### config.mk
export PLATFORM = sky130hd
export DESIGN_NAME = eidp_top
export DESIGN_NICKNAME = d
export VERILOG_FILES = /design/src/hdl/eidp_pkg.sv /design/src/hdl/eidp_alu_if.sv /design/src/hdl/eidp_alu.sv /design/src/hdl/eidp_top.sv
export SDC_FILE = /design/constraint.sdc
export NUM_CORES = 1
export LEC_CHECK = 0
export ABC_AREA = 1
export BUFFER_PORTS_ARGS = -buffer_cell sky130_fd_sc_hd__buf_2
export CAP_MARGIN = 30
export CORE_MARGIN = 5
export CORE_UTILIZATION = 50
export CTS_CLUSTER_DIAMETER = 150
export DETAILED_ROUTE_END_ITERATION = 8
export HOLD_SLACK_MARGIN = 0.05
export PLACE_DENSITY = 0.71
export SYNTH_ARGS = -nofsm -noshare
export SYNTH_HDL_FRONTEND = slang
export SYNTH_SLANG_ARGS = --single-unit
### constraint.sdc
create_clock -name core_clk -period 3.1 [get_ports core_clk]
set_input_delay 0.31 -clock core_clk [delete_from_list [all_inputs] [get_ports core_clk]]
set_output_delay 0.31 -clock core_clk [all_outputs]
set_load 0.1 [all_outputs]
### src/hdl/eidp_pkg.sv
// Package of opcodes, flag layout and timing constants for the extended datapath
package eidp_pkg;
  localparam int DATA_W = 8;
  localparam logic [7:0] ACC_RESET = 8'h00;
  localparam logic [5:0] FLAGS_RESET = 6'h00;
  localparam logic [7:0] ALL_ONES = 8'hff;
  localparam logic [7:0] ONE_BYTE = 8'h01;
  // Flag positions in the status vector
  localparam int FLAG_C = 0;
  localparam int FLAG_HC = 1;
  localparam int FLAG_Z = 2;
  localparam int FLAG_OV = 3;
  localparam int FLAG_SC = 4;
  localparam int FLAG_CZ = 5;
  // Skip timing in instruction cycles
  localparam int SKIP_CYCLES = 3;
  localparam logic [1:0] SKIP_DUMMY_CYCLES = 2'(SKIP_CYCLES - 2);

  typedef enum logic [4:0] {
    OP_NOP = 5'h00,
    OP_FAR_MOVE_TO_ACC = 5'h01,
    OP_FAR_MOVE_TO_MEM = 5'h02,
    OP_FAR_OR_TO_ACC = 5'h03,
    OP_FAR_OR_TO_MEM = 5'h04,
    OP_ROTATE_LEFT_MEM = 5'h05,
    OP_ROTATE_LEFT_ACC = 5'h06,
    OP_ROTATE_LEFT_THRU_CARRY_MEM = 5'h07,
    OP_ROTATE_LEFT_THRU_CARRY_ACC = 5'h08,
    OP_ROTATE_RIGHT_MEM = 5'h09,
    OP_ROTATE_RIGHT_ACC = 5'h0a,
    OP_ROTATE_RIGHT_THRU_CARRY_MEM = 5'h0b,
    OP_ROTATE_RIGHT_THRU_CARRY_ACC = 5'h0c,
    OP_SUBTRACT_BORROW_ACC = 5'h0d,
    OP_SUBTRACT_BORROW_MEM = 5'h0e,
    OP_SUBTRACT_ACC = 5'h0f,
    OP_SUBTRACT_MEM = 5'h10,
    OP_DECREMENT_SKIP_ZERO_MEM = 5'h11,
    OP_DECREMENT_SKIP_ZERO_ACC = 5'h12,
    OP_INCREMENT_SKIP_ZERO_MEM = 5'h13,
    OP_INCREMENT_SKIP_ZERO_ACC = 5'h14,
    OP_FORCE_ONES = 5'h15,
    OP_FORCE_BIT = 5'h16,
    OP_SKIP_IF_NONZERO = 5'h17,
    OP_SKIP_IF_BIT_SET = 5'h18
  } eidp_op_e;

  typedef enum logic [0:0] {
    ST_RUN = 1'b0,
    ST_DUMMY = 1'b1
  } eidp_state_e;
endpackage : eidp_pkg

### src/hdl/eidp_alu_if.sv
// Interface carrying operands and results between the control and the ALU
`timescale 1ns/1ps
`default_nettype none
interface eidp_alu_if;
  import eidp_pkg::*;
  eidp_op_e op;
  logic [7:0] accIn;
  logic [7:0] memIn;
  logic [2:0] bitSel;
  logic carryIn;
  logic [7:0] result;
  logic writeAcc;
  logic writeMem;
  logic skip;
  logic [5:0] flagMask;
  logic [5:0] flagVal;
  modport ctrl (output op, accIn, memIn, bitSel, carryIn,
    input result, writeAcc, writeMem, skip, flagMask, flagVal);
  modport alu (input op, accIn, memIn, bitSel, carryIn,
    output result, writeAcc, writeMem, skip, flagMask, flagVal);
endinterface : eidp_alu_if
`default_nettype wire

### src/hdl/eidp_alu.sv
// Combinational ALU for the extended instruction group
`timescale 1ns/1ps
`default_nettype none
module eidp_alu
  import eidp_pkg::*;
(
  // Operand and result bundle
  eidp_alu_if.alu a
);
  logic [8:0] diff;
  logic [4:0] lowDiff;
  logic [7:0] subOp;
  logic borrowIn;
  logic subAny;
  logic [7:0] dec;
  logic [7:0] inc;

  always_comb begin
    subOp = a.memIn;
    borrowIn = 1'b0;
    subAny = 1'b0;
    dec = a.memIn - ONE_BYTE;
    inc = a.memIn + ONE_BYTE;
    diff = 9'h000;
    lowDiff = 5'h00;
    a.result = a.memIn;
    a.writeAcc = 1'b0;
    a.writeMem = 1'b0;
    a.skip = 1'b0;
    a.flagMask = 6'h00;
    a.flagVal = 6'h00;
    if (a.op == OP_SUBTRACT_BORROW_ACC || a.op == OP_SUBTRACT_BORROW_MEM) begin
      borrowIn = ~a.carryIn;
    end
    diff = {1'b0, a.accIn} - {1'b0, subOp} - {8'h00, borrowIn};
    lowDiff = {1'b0, a.accIn[3:0]} - {1'b0, subOp[3:0]} - {4'h0, borrowIn};
    unique case (a.op)
      OP_FAR_MOVE_TO_ACC: begin
        a.result = a.memIn;
        a.writeAcc = 1'b1;
      end
      OP_FAR_MOVE_TO_MEM: begin
        a.result = a.accIn;
        a.writeMem = 1'b1;
      end
      OP_FAR_OR_TO_ACC: begin
        a.result = a.accIn | a.memIn;
        a.writeAcc = 1'b1;
        a.flagMask[FLAG_Z] = 1'b1;
      end
      OP_FAR_OR_TO_MEM: begin
        a.result = a.accIn | a.memIn;
        a.writeMem = 1'b1;
        a.flagMask[FLAG_Z] = 1'b1;
      end
      OP_ROTATE_LEFT_MEM: begin
        a.result = {a.memIn[6:0], a.memIn[7]};
        a.writeMem = 1'b1;
      end
      OP_ROTATE_LEFT_ACC: begin
        a.result = {a.memIn[6:0], a.memIn[7]};
        a.writeAcc = 1'b1;
      end
      OP_ROTATE_LEFT_THRU_CARRY_MEM, OP_ROTATE_LEFT_THRU_CARRY_ACC: begin
        a.result = {a.memIn[6:0], a.carryIn};
        a.writeMem = (a.op == OP_ROTATE_LEFT_THRU_CARRY_MEM);
        a.writeAcc = (a.op == OP_ROTATE_LEFT_THRU_CARRY_ACC);
        a.flagMask[FLAG_C] = 1'b1;
        a.flagVal[FLAG_C] = a.memIn[7];
      end
      OP_ROTATE_RIGHT_MEM: begin
        a.result = {a.memIn[0], a.memIn[7:1]};
        a.writeMem = 1'b1;
      end
      OP_ROTATE_RIGHT_ACC: begin
        a.result = {a.memIn[0], a.memIn[7:1]};
        a.writeAcc = 1'b1;
      end
      OP_ROTATE_RIGHT_THRU_CARRY_MEM, OP_ROTATE_RIGHT_THRU_CARRY_ACC: begin
        a.result = {a.carryIn, a.memIn[7:1]};
        a.writeMem = (a.op == OP_ROTATE_RIGHT_THRU_CARRY_MEM);
        a.writeAcc = (a.op == OP_ROTATE_RIGHT_THRU_CARRY_ACC);
        a.flagMask[FLAG_C] = 1'b1;
        a.flagVal[FLAG_C] = a.memIn[0];
      end
      OP_SUBTRACT_BORROW_ACC, OP_SUBTRACT_BORROW_MEM, OP_SUBTRACT_ACC, OP_SUBTRACT_MEM: begin
        subAny = 1'b1;
        a.result = diff[7:0];
        a.writeMem = (a.op == OP_SUBTRACT_BORROW_MEM) || (a.op == OP_SUBTRACT_MEM);
        a.writeAcc = ~a.writeMem;
      end
      OP_DECREMENT_SKIP_ZERO_MEM: begin
        a.result = dec;
        a.writeMem = 1'b1;
        a.skip = (dec == 8'h00);
      end
      OP_DECREMENT_SKIP_ZERO_ACC: begin
        a.result = dec;
        a.writeAcc = 1'b1;
        a.skip = (dec == 8'h00);
      end
      OP_INCREMENT_SKIP_ZERO_MEM: begin
        a.result = inc;
        a.writeMem = 1'b1;
        a.skip = (inc == 8'h00);
      end
      OP_INCREMENT_SKIP_ZERO_ACC: begin
        a.result = inc;
        a.writeAcc = 1'b1;
        a.skip = (inc == 8'h00);
      end
      OP_FORCE_ONES: begin
        a.result = ALL_ONES;
        a.writeMem = 1'b1;
      end
      OP_FORCE_BIT: begin
        a.result = a.memIn | (ONE_BYTE << a.bitSel);
        a.writeMem = 1'b1;
      end
      OP_SKIP_IF_NONZERO: begin
        a.result = a.memIn;
        a.writeMem = 1'b1;
        a.skip = (a.memIn != 8'h00);
      end
      OP_SKIP_IF_BIT_SET: begin
        a.skip = a.memIn[a.bitSel];
      end
      default: begin
        a.result = a.memIn;
      end
    endcase
    if (subAny) begin
      a.flagMask = 6'h3f;
      a.flagVal[FLAG_C] = ~diff[8];
      a.flagVal[FLAG_HC] = ~lowDiff[4];
      a.flagVal[FLAG_OV] = (a.accIn[7] ^ subOp[7]) & (a.accIn[7] ^ diff[7]);
      a.flagVal[FLAG_SC] = a.flagVal[FLAG_OV] ^ diff[7];
      a.flagVal[FLAG_CZ] = (diff[7:0] == 8'h00);
    end
    a.flagVal[FLAG_Z] = (a.result == 8'h00);
  end
endmodule // eidp_alu
`default_nettype wire

### src/hdl/eidp_top.sv
// Extended instruction datapath: accumulator, flags, memory port and skip timing
// Function
// - Far move to accumulator loads memory byte, flags untouched.
// - Far move to memory stores accumulator, flags untouched.
// - Or to accumulator: accumulator or memory into accumulator, only zero flag.
// - Or to memory: accumulator or memory into memory, only zero flag.
// - Plain rotate left, bit 7 into bit 0, no flags.
// - Accumulator rotate variants leave memory byte unchanged.
// - Rotate left through carry; carry gets old bit 7, only carry changes.
// - Plain rotate right, bit 0 into bit 7, no flags.
// - Rotate right through carry; carry gets old bit 0, only carry changes.
// - Subtract with borrow uses inverted carry, updates six flags.
// - Subtraction clears carry on negative, sets it otherwise.
// - Memory form of subtract with borrow writes memory, same flags.
// - Plain subtract ignores carry, either destination, six flags.
// - A taken skip takes three cycles with one dummy cycle.
// - Decrement memory, skip when new value is zero, no flags.
// - Decrement into accumulator, memory untouched, skip on zero.
// - Increment memory, skip when new value is zero, no flags.
// - Increment into accumulator, memory untouched, skip on zero.
// - Force ones writes all ones to memory, no flags.
// - Force bit sets selected bit only, no flags.
// - Skip if nonzero rewrites byte, skips when nonzero.
// - Bit test skips when selected bit is one.
`timescale 1ns/1ps
`default_nettype none
module eidp_top
  import eidp_pkg::*;
(
  // Clock and reset
  input wire logic core_clk,
  input wire logic srst,
  // Decoder request
  input wire logic instValid,
  input wire eidp_op_e instOp,
  input wire logic [2:0] instBit,
  // Data memory read
  input wire logic [7:0] memRdata,
  // Data memory write
  output logic memWe,
  output logic [7:0] memWdata,
  // Core state
  output logic [7:0] acc,
  output logic [5:0] flags,
  // Pipeline control
  output logic instReady,
  output logic dummySlot,
  output logic skipTaken
);
  eidp_alu_if aluBus ();
  eidp_state_e state;
  eidp_state_e next_state;
  logic [1:0] dummyCnt;
  logic [1:0] next_dummyCnt;
  logic [7:0] next_acc;
  logic [5:0] next_flags;
  logic next_memWe;
  logic [7:0] next_memWdata;
  logic next_skipTaken;
  logic issue;

  eidp_alu u_alu (
    .a(aluBus.alu)
  );

  assign aluBus.op = instOp;
  assign aluBus.accIn = acc;
  assign aluBus.memIn = memRdata;
  assign aluBus.bitSel = instBit;
  assign aluBus.carryIn = flags[FLAG_C];
  // Decoder must hold off while the dummy slot runs
  assign instReady = (state == ST_RUN);
  assign dummySlot = (state == ST_DUMMY);
  assign issue = instValid && instReady;

  always_comb begin
    next_acc = acc;
    next_flags = flags;
    next_memWe = 1'b0;
    next_memWdata = memWdata;
    next_skipTaken = 1'b0;
    next_state = state;
    next_dummyCnt = dummyCnt;
    unique case (state)
      ST_RUN: begin
        if (issue) begin
          if (aluBus.writeAcc) begin
            next_acc = aluBus.result;
          end
          if (aluBus.writeMem) begin
            next_memWe = 1'b1;
            next_memWdata = aluBus.result;
          end
          // Only masked flags move; others hold
          next_flags = (flags & ~aluBus.flagMask) | (aluBus.flagVal & aluBus.flagMask);
          if (aluBus.skip) begin
            next_skipTaken = 1'b1;
            next_state = ST_DUMMY;
            next_dummyCnt = SKIP_DUMMY_CYCLES;
          end
        end
      end
      ST_DUMMY: begin
        next_dummyCnt = dummyCnt - 2'd1;
        if (dummyCnt == 2'd1) begin
          next_state = ST_RUN;
        end
      end
    endcase
  end

  always_ff @(posedge core_clk) begin
    if (srst) begin
      state <= ST_RUN;
      dummyCnt <= 2'd0;
      acc <= ACC_RESET;
      flags <= FLAGS_RESET;
      memWe <= 1'b0;
      memWdata <= 8'h00;
      skipTaken <= 1'b0;
    end else begin
      state <= next_state;
      dummyCnt <= next_dummyCnt;
      acc <= next_acc;
      flags <= next_flags;
      memWe <= next_memWe;
      memWdata <= next_memWdata;
      skipTaken <= next_skipTaken;
    end
  end
endmodule // eidp_top
`default_nettype wire

==> results.toml, run 1 <==
[detailed_routing]
route.met3.wl_um = 974
dr.pass1.iters = 5
wl_met1_um = 4720
via_count = 3837
drc = 0
highest_layer = "met4"
drt_iter0_markers = 388
detail-route-antenna-nets = 0
via_per_inst = 5.585
dr_wl_met2_um = 5042
wl_per_cell_um = 15.84
finalWirelength_um = 10880

[sta]
rsz0062_at_grt = "false"
tightest_slew_ns = 0.7109
final_hold_viol_count = 0
tns_ns = 0
period_needed_ns = 2.698
setup_viol = 0
max_freq_mhz = 370.7
slew-limit-headroom_pct = 52.61
maxSlewViolCount = 0
finClkSkew_ns = 0.007747
timing.final.crit_share_pct = 87.03
finalWorstSetupSlack_ns = 0.4021

[floorplan]
io_pins = 45
start_util_pct = 51.59
die_y_um = 90.94
die_w_um = 90.94
dieArea_um2 = 8270
num_rows = 29
core_um2 = 6350

[run_status]
status = "finished, final reports clean"

[global_route]
grt.total_usage_pct = 25.56
gr-total-overflow = 0
grt_pass1_wl_um = 17600
grt_pass1_vias = 3585
grt_max_degree = 19
antenna_found_initial = 0

[clock_tree]
cts.sinks = 27
cts_tree = "done"
clk_pin_slew_ns = 0.10
cts_setup_buffers = 0
cts_buffers = 3
ctsHtreeMaxLevel = 1
clockBufferDepth = 2
hold_buffers = 0
cts_resized = 0
clock_latency_ns = 0.28
root_buffer = "clkbuf_8"

[critical_path]
start_kind = "input pin"
critPathKind = "in2reg"
crit_fanout = 6
cp_data_required_time_ns = 3.32
rrSetupSlack_ns = 0.44
critPathArrivalTime_ns = 2.92
worst_setup_path_end_kind = "flip-flop"

[final_layout]
fill_cells = 649
area_growth_pct = 10.01
diodes = 0
final_common_cell = "nand2_1"
multiInputGateArea_um2 = 2321
final_cell_mix = "nand2_1, inv_1, nor2_1"
seq_area_um2 = 540.5
nets = 652
final_layout_size_suffix_gt1_share_pct = 15.41
final_cells = 687

[placed_design]
portBuffers = 44
gp_congestion = 0.9790
place_hpwl_um = 8627
place_inst = 683
place_ws_ns = 0.1541

[pwr]
p_clk_share_pct = 16.9
p_sw_share_pct = 50.12
p_int_uw = 637.6
vdd_drop_max_v = 0.0003186
p_switching_uw = 640.8
seqPwrFrac_pct = 30.5
power_leakage_nw = 2.024
comb_power_share_pct = 52.6
power_density_nw_per_um2 = 354.8

[synthesis]
seq_area_frac_synth_pct = 16.50
synth-edff-count = 0
syn_area_um2 = 3276
synth_nets = 610
synth-main-ff-cell = "dfxtp_1"
yosysUniqueCellTypes = 35
syn_inst = 569
syn_area_per_cell_um2 = 5.757
async_flop_share_pct = 0
yosys_warnings = 0
ys_seq_elements = 27

[worst_hold_path]
hold_class = "in2reg"

[run]
maxCapViolCount = 0
cells in the mapped netlist (2+ instances only):
cell,count,area [um^2]
nor2_2,13,81.33
nor3_1,8,40.04
a211oi_1,2,15.01
inv_1,84,315.3
nor2_1,68,255.2
nand2_2,6,37.54
o22ai_1,3,18.77
fa_1,2,40.04
clkbuf_1,3,11.26
nand3_2,7,70.07
a22oi_1,3,22.52
dfxtp_1,27,540.5
o21ai_0,26,130.1
nand3_1,47,235.2
nand4_1,12,75.07
o211ai_1,12,90.09
buf_4,3,22.52
a21oi_2,2,17.52
ha_1,20,250.2
nand2_1,164,615.6
xor2_1,5,43.79
buf_6,2,22.52
nand3b_1,5,37.54
buf_2,4,20.02
a21oi_1,21,105.1
nor2_4,6,67.56
inv_2,6,22.52
worst paths after layout:
path	depth (start not counted)	from	endpoint
max	21	instOp[0]	flip-flop
min	3	instValid	skipTaken
max reg2reg	17	flip-flop	flip-flop
min reg2reg	2	flip-flop	flip-flop
worst max-delay path, cell delays in order:
cell and delay (ns):
buf_2 0.17, inv_2 0.07, nand2_1 0.08, nand2_1 0.08, nor2_1 0.09, nand2_1 0.06, fa_1 0.40, fa_1 0.44
o21ai_0 0.24, nand3b_1 0.10, nand2_1 0.07, inv_1 0.04, nand2_1 0.09, nand2_1 0.06, nor2_1 0.09, nand2_1 0.09
nor2_1 0.09, nand2_1 0.06, nor2_1 0.09, nand2_1 0.07, a21oi_2 0.10
power groups by stage:
stage	Combinational [mW]	Clock [mW]	Sequential, mW
global route	0.738	0.230	0.393
finish	0.672	0.216	0.390
global placement	0.656	0	0.398
floorplan	0.372	0	0.539
CTS	0.665	0.218	0.390
detailed placement	0.662	0	0.398
routing by layer:
layer	GRT usage, %	vias up
met5	0	-
met4	4.645	0
met3	4.380	20
met2	42.73	166
met1	34.82	1742
li1	-	1909
stage by stage:
stage                     util, %  cell area (um^2)  power, mW  hold WS, ns
after global routing        56.75              3603      1.362       0.3560
after global placement      55.96              3553      1.054       0.4528
after CTS                   56.75              3603      1.273       0.3213
final                       56.75              3603      1.278       0.3182
after floorplan                 -              3276     0.9108       0.4568
after detailed placement    55.96              3553      1.060       0.4603
logic make-up (layout without fill, tap and decap cells):
group	count (synthesis)	in the layout	synth area share [%]
compound gates	73	73	13.18
fa+ha+maj	22	22	8.862
buf+inv	102	143	12.64
simple gates	339	339	47.21
flops	27	27	16.50
xor+xnor	6	6	1.604
final cells by class:
cell class                      count  area share [%]
Multi-Input combinational cell    440           64.41
Sequential cell                    27           15.00
Inverter                           90           9.375
Timing Repair Buffer               49           7.153
Tap cell                           77           2.674
Clock buffer                        3           1.146
Clock inverter                      1          0.2431
(Power assumes the default switching activity.)
==> inputs of run 2 (changes only) <==
--- a/config.mk
+++ b/config.mk
@@ -16,4 +16,5 @@
 export PLACE_DENSITY = 0.71
 export SYNTH_ARGS = -nofsm -noshare
 export SYNTH_HDL_FRONTEND = slang
+export SYNTH_HIERARCHICAL = 1
 export SYNTH_SLANG_ARGS = --single-unit
==> run 2 against run 1 <==
  * Hold slack worse by 0.089 ns
  * Sequential share of layout area is 0.25 points lower
  * Clock power is 2% lower
  * Non-clock buffer count is 2 lower
  * Utilization is 2.2 points lower
  * Largest power group unchanged
==> results.toml, run 2 <==
[synthesis]
netlist_top_cells_area = "nand2_1, dfxtp_1, nor2_1"
async_flop_share_pct = 0
synth-edff-count = 0
yosys_warnings = 6
syn_area_um2 = 3398
ys_seq_elements = 27
seq_area_frac_synth_pct = 15.91
syn_area_per_cell_um2 = 5.626
synth_common_cells = "nand2_1, nor2_1, inv_1"
synth-main-ff-cell = "dfxtp_1"
synthMuxAreaShare_pct = 0
synth_top_family_by_area = "simple AND/OR/NAND/NOR gates"
synth_compound_area_share_pct = 9.610
synth_xor_area_share_pct = 2.062
yosysUniqueCellTypes = 42
syn_inst = 604
synth_nets = 645
synth-simple-area-share_pct = 49.71
synthAdderAreaFrac_pct = 8.542
yosysTopAreaCellShare_pct = 17.56
synth.most_common_cell = "nand2_1"
synth_top_cell_by_area = "nand2_1"

[critical_path]
cp_data_required_time_ns = 3.32
start_kind = "input pin"
crit_fanout = 7
worst_setup_path_end_kind = "flip-flop"
critPathKind = "in2reg"
critPathArrivalTime_ns = 3.08

[detailed_routing]
wl_per_cell_um = 15.47
drc = 0
highest_layer = "met4"
drt_iter0_markers = 338
wl_met1_um = 4817
dr.pass1.iters = 5
via_per_inst = 5.500
finalWirelength_um = 11080
dr_wl_met2_um = 5188
via_count = 3938
route.met3.wl_um = 865
detail-route-antenna-nets = 0

[placed_design]
placed_area_um2 = 3615
gp_congestion = 1.030
place_inst = 712
portBuffers = 44
place_ws_ns = -0.03107
place_hpwl_um = 8707

[sta]
tightest_slew_ns = 0.7004
finalWorstSetupSlack_ns = 0.2410
max_freq_mhz = 349.8
timing.final.crit_share_pct = 92.23
setup_viol = 0
slew-limit-headroom_pct = 53.25
final_hold_viol_count = 0
rsz0062_at_grt = "false"
maxSlewViolCount = 0
finClkSkew_ns = 0.006770
hold_ws_ns = 0.2296
period_needed_ns = 2.859

[global_route]
grt_pass1_wl_um = 17450
gr-total-overflow = 0
grt_max_degree = 24
grt.total_usage_pct = 25.34
antenna_found_initial = 0
grt_pass1_vias = 3551

[clock_tree]
root_buffer = "clkbuf_8"
clock_latency_ns = 0.28
ctsHtreeMaxLevel = 1
cts_setup_buffers = 0
cts_buffers = 3
cts_resized = 0
cts.sinks = 27
hold_buffers = 0
cts_tree = "done"
clockBufferDepth = 2
clk_pin_slew_ns = 0.10

[final_layout]
final_layout_size_suffix_gt1_share_pct = 13.05
final_cell_mix = "nand2_1, nor2_1, inv_1"
fill_cells = 716
seq_area_um2 = 540.5
final_cells = 716
fin_area_um2 = 3664
area_growth_pct = 7.805
diodes = 0
final_common_cell = "nand2_1"
nets = 678
multiInputGateArea_um2 = 2376
final_util_pct = 54.53

[pwr]
power_density_nw_per_um2 = 367.9
power_leakage_nw = 2.022
vdd_drop_max_v = 0.0003442

[floorplan]
die_y_um = 92.44
core_um2 = 6719
start_util_pct = 50.58
die_w_um = 92.44
io_pins = 45
num_rows = 30
dieArea_um2 = 8545

[run_status]
status = "finished, final reports clean"

[worst_hold_path]
hold_class = "in2reg"

[run]
maxCapViolCount = 0
[run 2: stage by stage]
step                      power, mW   TNS, ns
after floorplan              0.9770         0
after global placement        1.123         0
after detailed placement      1.134  -0.03107
after CTS                     1.343         0
after global routing          1.433         0
final                         1.348         0
[run 2: logic make-up (layout without fill, tap and decap cells)]
kind of cell    count (synthesis)  count (layout)
buf+inv                       113             145
xor+xnor                        8               8
flops                          27              27
simple gates                  378             378
compound gates                 56              56
fa+ha+maj                      22              22
[run 2: worst paths after layout]
path         slack (ns)  cells past startpoint        start     endpoint
min reg2reg        0.49                      2  dummyCnt[1]  dummyCnt[1]
max reg2reg        0.27                     16    flip-flop    flip-flop
max                0.24                     19    instOp[0]    flip-flop
min                0.23                      2         srst  dummyCnt[1]
[run 2: layout make-up]
class	instances	area share (%)
flip-flops and latches	27	14.75
inverters	94	9.699
repair buffers	47	6.626
multi-input cells	464	64.86
clock buffers	3	1.127
clock inverters	1	0.2049
well taps	80	2.732
[run 2: layer usage]
metal | GRT usage [%] | up-vias
met5 | 0 | -
met3 | 3.006 | 18
li1 | - | 1982
met1 | 33.33 | 1759
met2 | 42.72 | 179
met4 | 8.663 | 0
[run 2: power breakdown]
group          leakage, nW  internal, mW  switching, mW
clock network       0.0217        0.0915          0.119
registers            0.221         0.372         0.0226
logic                 1.78         0.188          0.555
total                 2.02         0.651          0.696
[run 2: critical path, cell delays in order]
cell and delay [ns]:
buf_2 0.15, inv_2 0.11, nand2_2 0.11, nand2_1 0.11
nand2_1 0.11, fa_1 0.40, inv_1 0.08, fa_1 0.21
nand2_1 0.09, a21oi_1 0.26, xor2_1 0.27, o21ai_0 0.12
nor2_1 0.09, nand3_1 0.20, nor2_1 0.15, nand2_1 0.06
nor2_1 0.09, nor2_1 0.05, nor2_1 0.09
==> inputs of run 3 (changes only) <==
--- a/config.mk
+++ b/config.mk
@@ -13,7 +13,7 @@
 export CTS_CLUSTER_DIAMETER = 150
 export DETAILED_ROUTE_END_ITERATION = 8
 export HOLD_SLACK_MARGIN = 0.05
-export PLACE_DENSITY = 0.71
+export PLACE_DENSITY = 0.73
 export SYNTH_ARGS = -nofsm -noshare
 export SYNTH_HDL_FRONTEND = slang
 export SYNTH_HIERARCHICAL = 1
==> constraint.sdc (replaced) <==
create_clock -name core_clk -period 2.3 [get_ports core_clk]
set_input_delay 0.23 -clock core_clk [delete_from_list [all_inputs] [get_ports core_clk]]
set_output_delay 0.23 -clock core_clk [all_outputs]
set_load 0.1 [all_outputs]
==> run 3 against run 2 <==
  * The run now ends with negative setup slack left
  * Cell count increased by 8.8%
  * Register-to-register slack got worse by 0.50 ns
  * Combinational power increased by 87%
  * Design area increased by 22%
  * Clock power increased by 38%
  * Power increased by 64%
  * Sequential share of layout area decreased by 1.9 points
  * Critical path depth increased by 1
  * Clock skew decreased by 0.0018 ns
  * Non-clock buffer count increased by 63
  * Wire length increased by 13%
  * Die area unchanged
  * Largest cell class unchanged
  * Largest power group unchanged
  * Highest routed layer unchanged
==> results.toml, run 3 (synthesis results as in run 2) <==
[run_status]
status = "finished, violations left"
violations = "negative setup slack"

[detailed_routing]
finalWirelength_um = 12560
detail-route-antenna-nets = 0
highest_layer = "met4"
dr_wl_met2_um = 5878
drc = 0
route.met3.wl_um = 1124
via_per_inst = 5.582
via_count = 4348
wl_per_cell_um = 16.12
drt_iter0_markers = 357
wl_met1_um = 5046
dr.pass1.iters = 5

[global_route]
grt.total_usage_pct = 28.30
antenna_found_initial = 0
grt_pass1_vias = 4045
gr-total-overflow = 0
grt_max_degree = 24
grt_pass1_wl_um = 19480

[floorplan]
die_w_um = 92.44
start_util_pct = 50.58
dieArea_um2 = 8545
die_y_um = 92.44
core_um2 = 6719
num_rows = 30
io_pins = 45

[sta]
hold_ws_ns = 0.1479
tightest_slew_ns = 0.7215
max_freq_mhz = 395.3
finalWorstSetupSlack_ns = -0.2299
tns_ns = -2.357
timing.final.crit_share_pct = 110.0
maxSlewViolCount = 0
finClkSkew_ns = 0.004927
final_hold_viol_count = 0
setup_viol = 17
period_needed_ns = 2.530
slew-limit-headroom_pct = 51.85
rsz0062_at_grt = "true"

[clock_tree]
root_buffer = "clkbuf_8"
ctsHtreeMaxLevel = 1
clock_latency_ns = 0.28
cts_tree = "done"
cts.sinks = 27
cts_buffers = 3
clk_pin_slew_ns = 0.10
clockBufferDepth = 2

[placed_design]
gp_congestion = 0.9756
portBuffers = 44
place_hpwl_um = 9732
place_inst = 771

[pwr]
power_density_nw_per_um2 = 495.5
power_leakage_nw = 2.340
p_total_mw = 2.207
vdd_drop_max_v = 0.0004756

[final_layout]
final_cell_mix = "nand2_1, nor2_1, inv_1"
nets = 741
final_layout_size_suffix_gt1_share_pct = 29.47
area_growth_pct = 31.08
diodes = 0
final_cells = 779
final_common_cell = "nand2_1"

[run]
maxCapViolCount = 0

[critical_path]
cp_data_required_time_ns = 2.53
crit_fanout = 3
worst_setup_path_end_kind = "flip-flop"
critPathKind = "reg2reg"
critPathArrivalTime_ns = 2.76
start_kind = "flip-flop"

[worst_hold_path]
hold_class = "in2reg"
==> run 3: final timing paths <==
| check | from | endpoint | slack (ns) | cells after the start |
|---|---|---|---|---|
| worst max-delay path | flip-flop | flip-flop | -0.23 | 20 |
| worst min register to register | dummyCnt[1] | dummyCnt[1] | 0.49 | 2 |
| worst min-delay path | srst | dummyCnt[1] | 0.15 | 2 |
| worst max register to register | flip-flop | flip-flop | -0.23 | 20 |
==> run 3: per-stage QoR <==
stage / worst slack, ns / utilization [%] / area [um^2]
floorplan: -0.1219 / - / 3481
global placement: -0.4410 / 61.69 / 4145
detailed placement: -0.4729 / 61.69 / 4145
CTS: -0.2818 / 63.65 / 4277
global route: -0.3824 / 66.29 / 4454
finish: -0.2299 / 66.29 / 4454
==> run 3: metal layers <==
metal  track usage (%)  vias to the layer above
met4             10.89                        0
met1             35.94                     1980
met2             47.92                      215
met5                 0                        -
met3             4.387                       48
li1                  -                     2105
==> run 3: cell type report <==
class | count | area (um^2)
Timing Repair Buffer | 110 | 750.7
Tap cell | 80 | 100.1
Multi-Input combinational cell | 464 | 2621
Inverter | 94 | 362.8
Clock inverter | 1 | 6.256
Fill cell | 645 | 2265
Clock buffer | 3 | 41.29
Sequential cell | 27 | 571.8
==> run 3: what timing repair did <==
action / in CTS / in global routing
gates resized for setup: 17 / 46
gates cloned: 0 / 0
setup endpoints to repair: 18 / 22
setup buffers: 3 / 2
pin swaps: 25 / 35
hold buffers: 0 / 0
==> run 3: where the power goes <==
part / internal, mW / switching, mW / leakage [nW]
logic: 0.487 / 0.907 / 2.09
clock network: 0.125 / 0.167 / 0.0260
registers: 0.502 / 0.0208 / 0.227
total: 1.11 / 1.09 / 2.34
==> run 3: critical path, cell delays in order, from the launching register on <==
cell and delay (ns):
dfxtp_4 0.38, nor2_4 0.08, nand2_2 0.08, fa_2 0.57, inv_2 0.05, ha_4 0.15, inv_2 0.04, nand2_2 0.05
nand2_2 0.07, nand2_2 0.07, nand2_2 0.07, nand3b_1 0.11, nand2_2 0.15, nor2_4 0.06, nor2_2 0.08, nand3_2 0.07
nor2_1 0.11, nand2_1 0.06, nor2_1 0.08, nor2_1 0.04, nor2_1 0.08
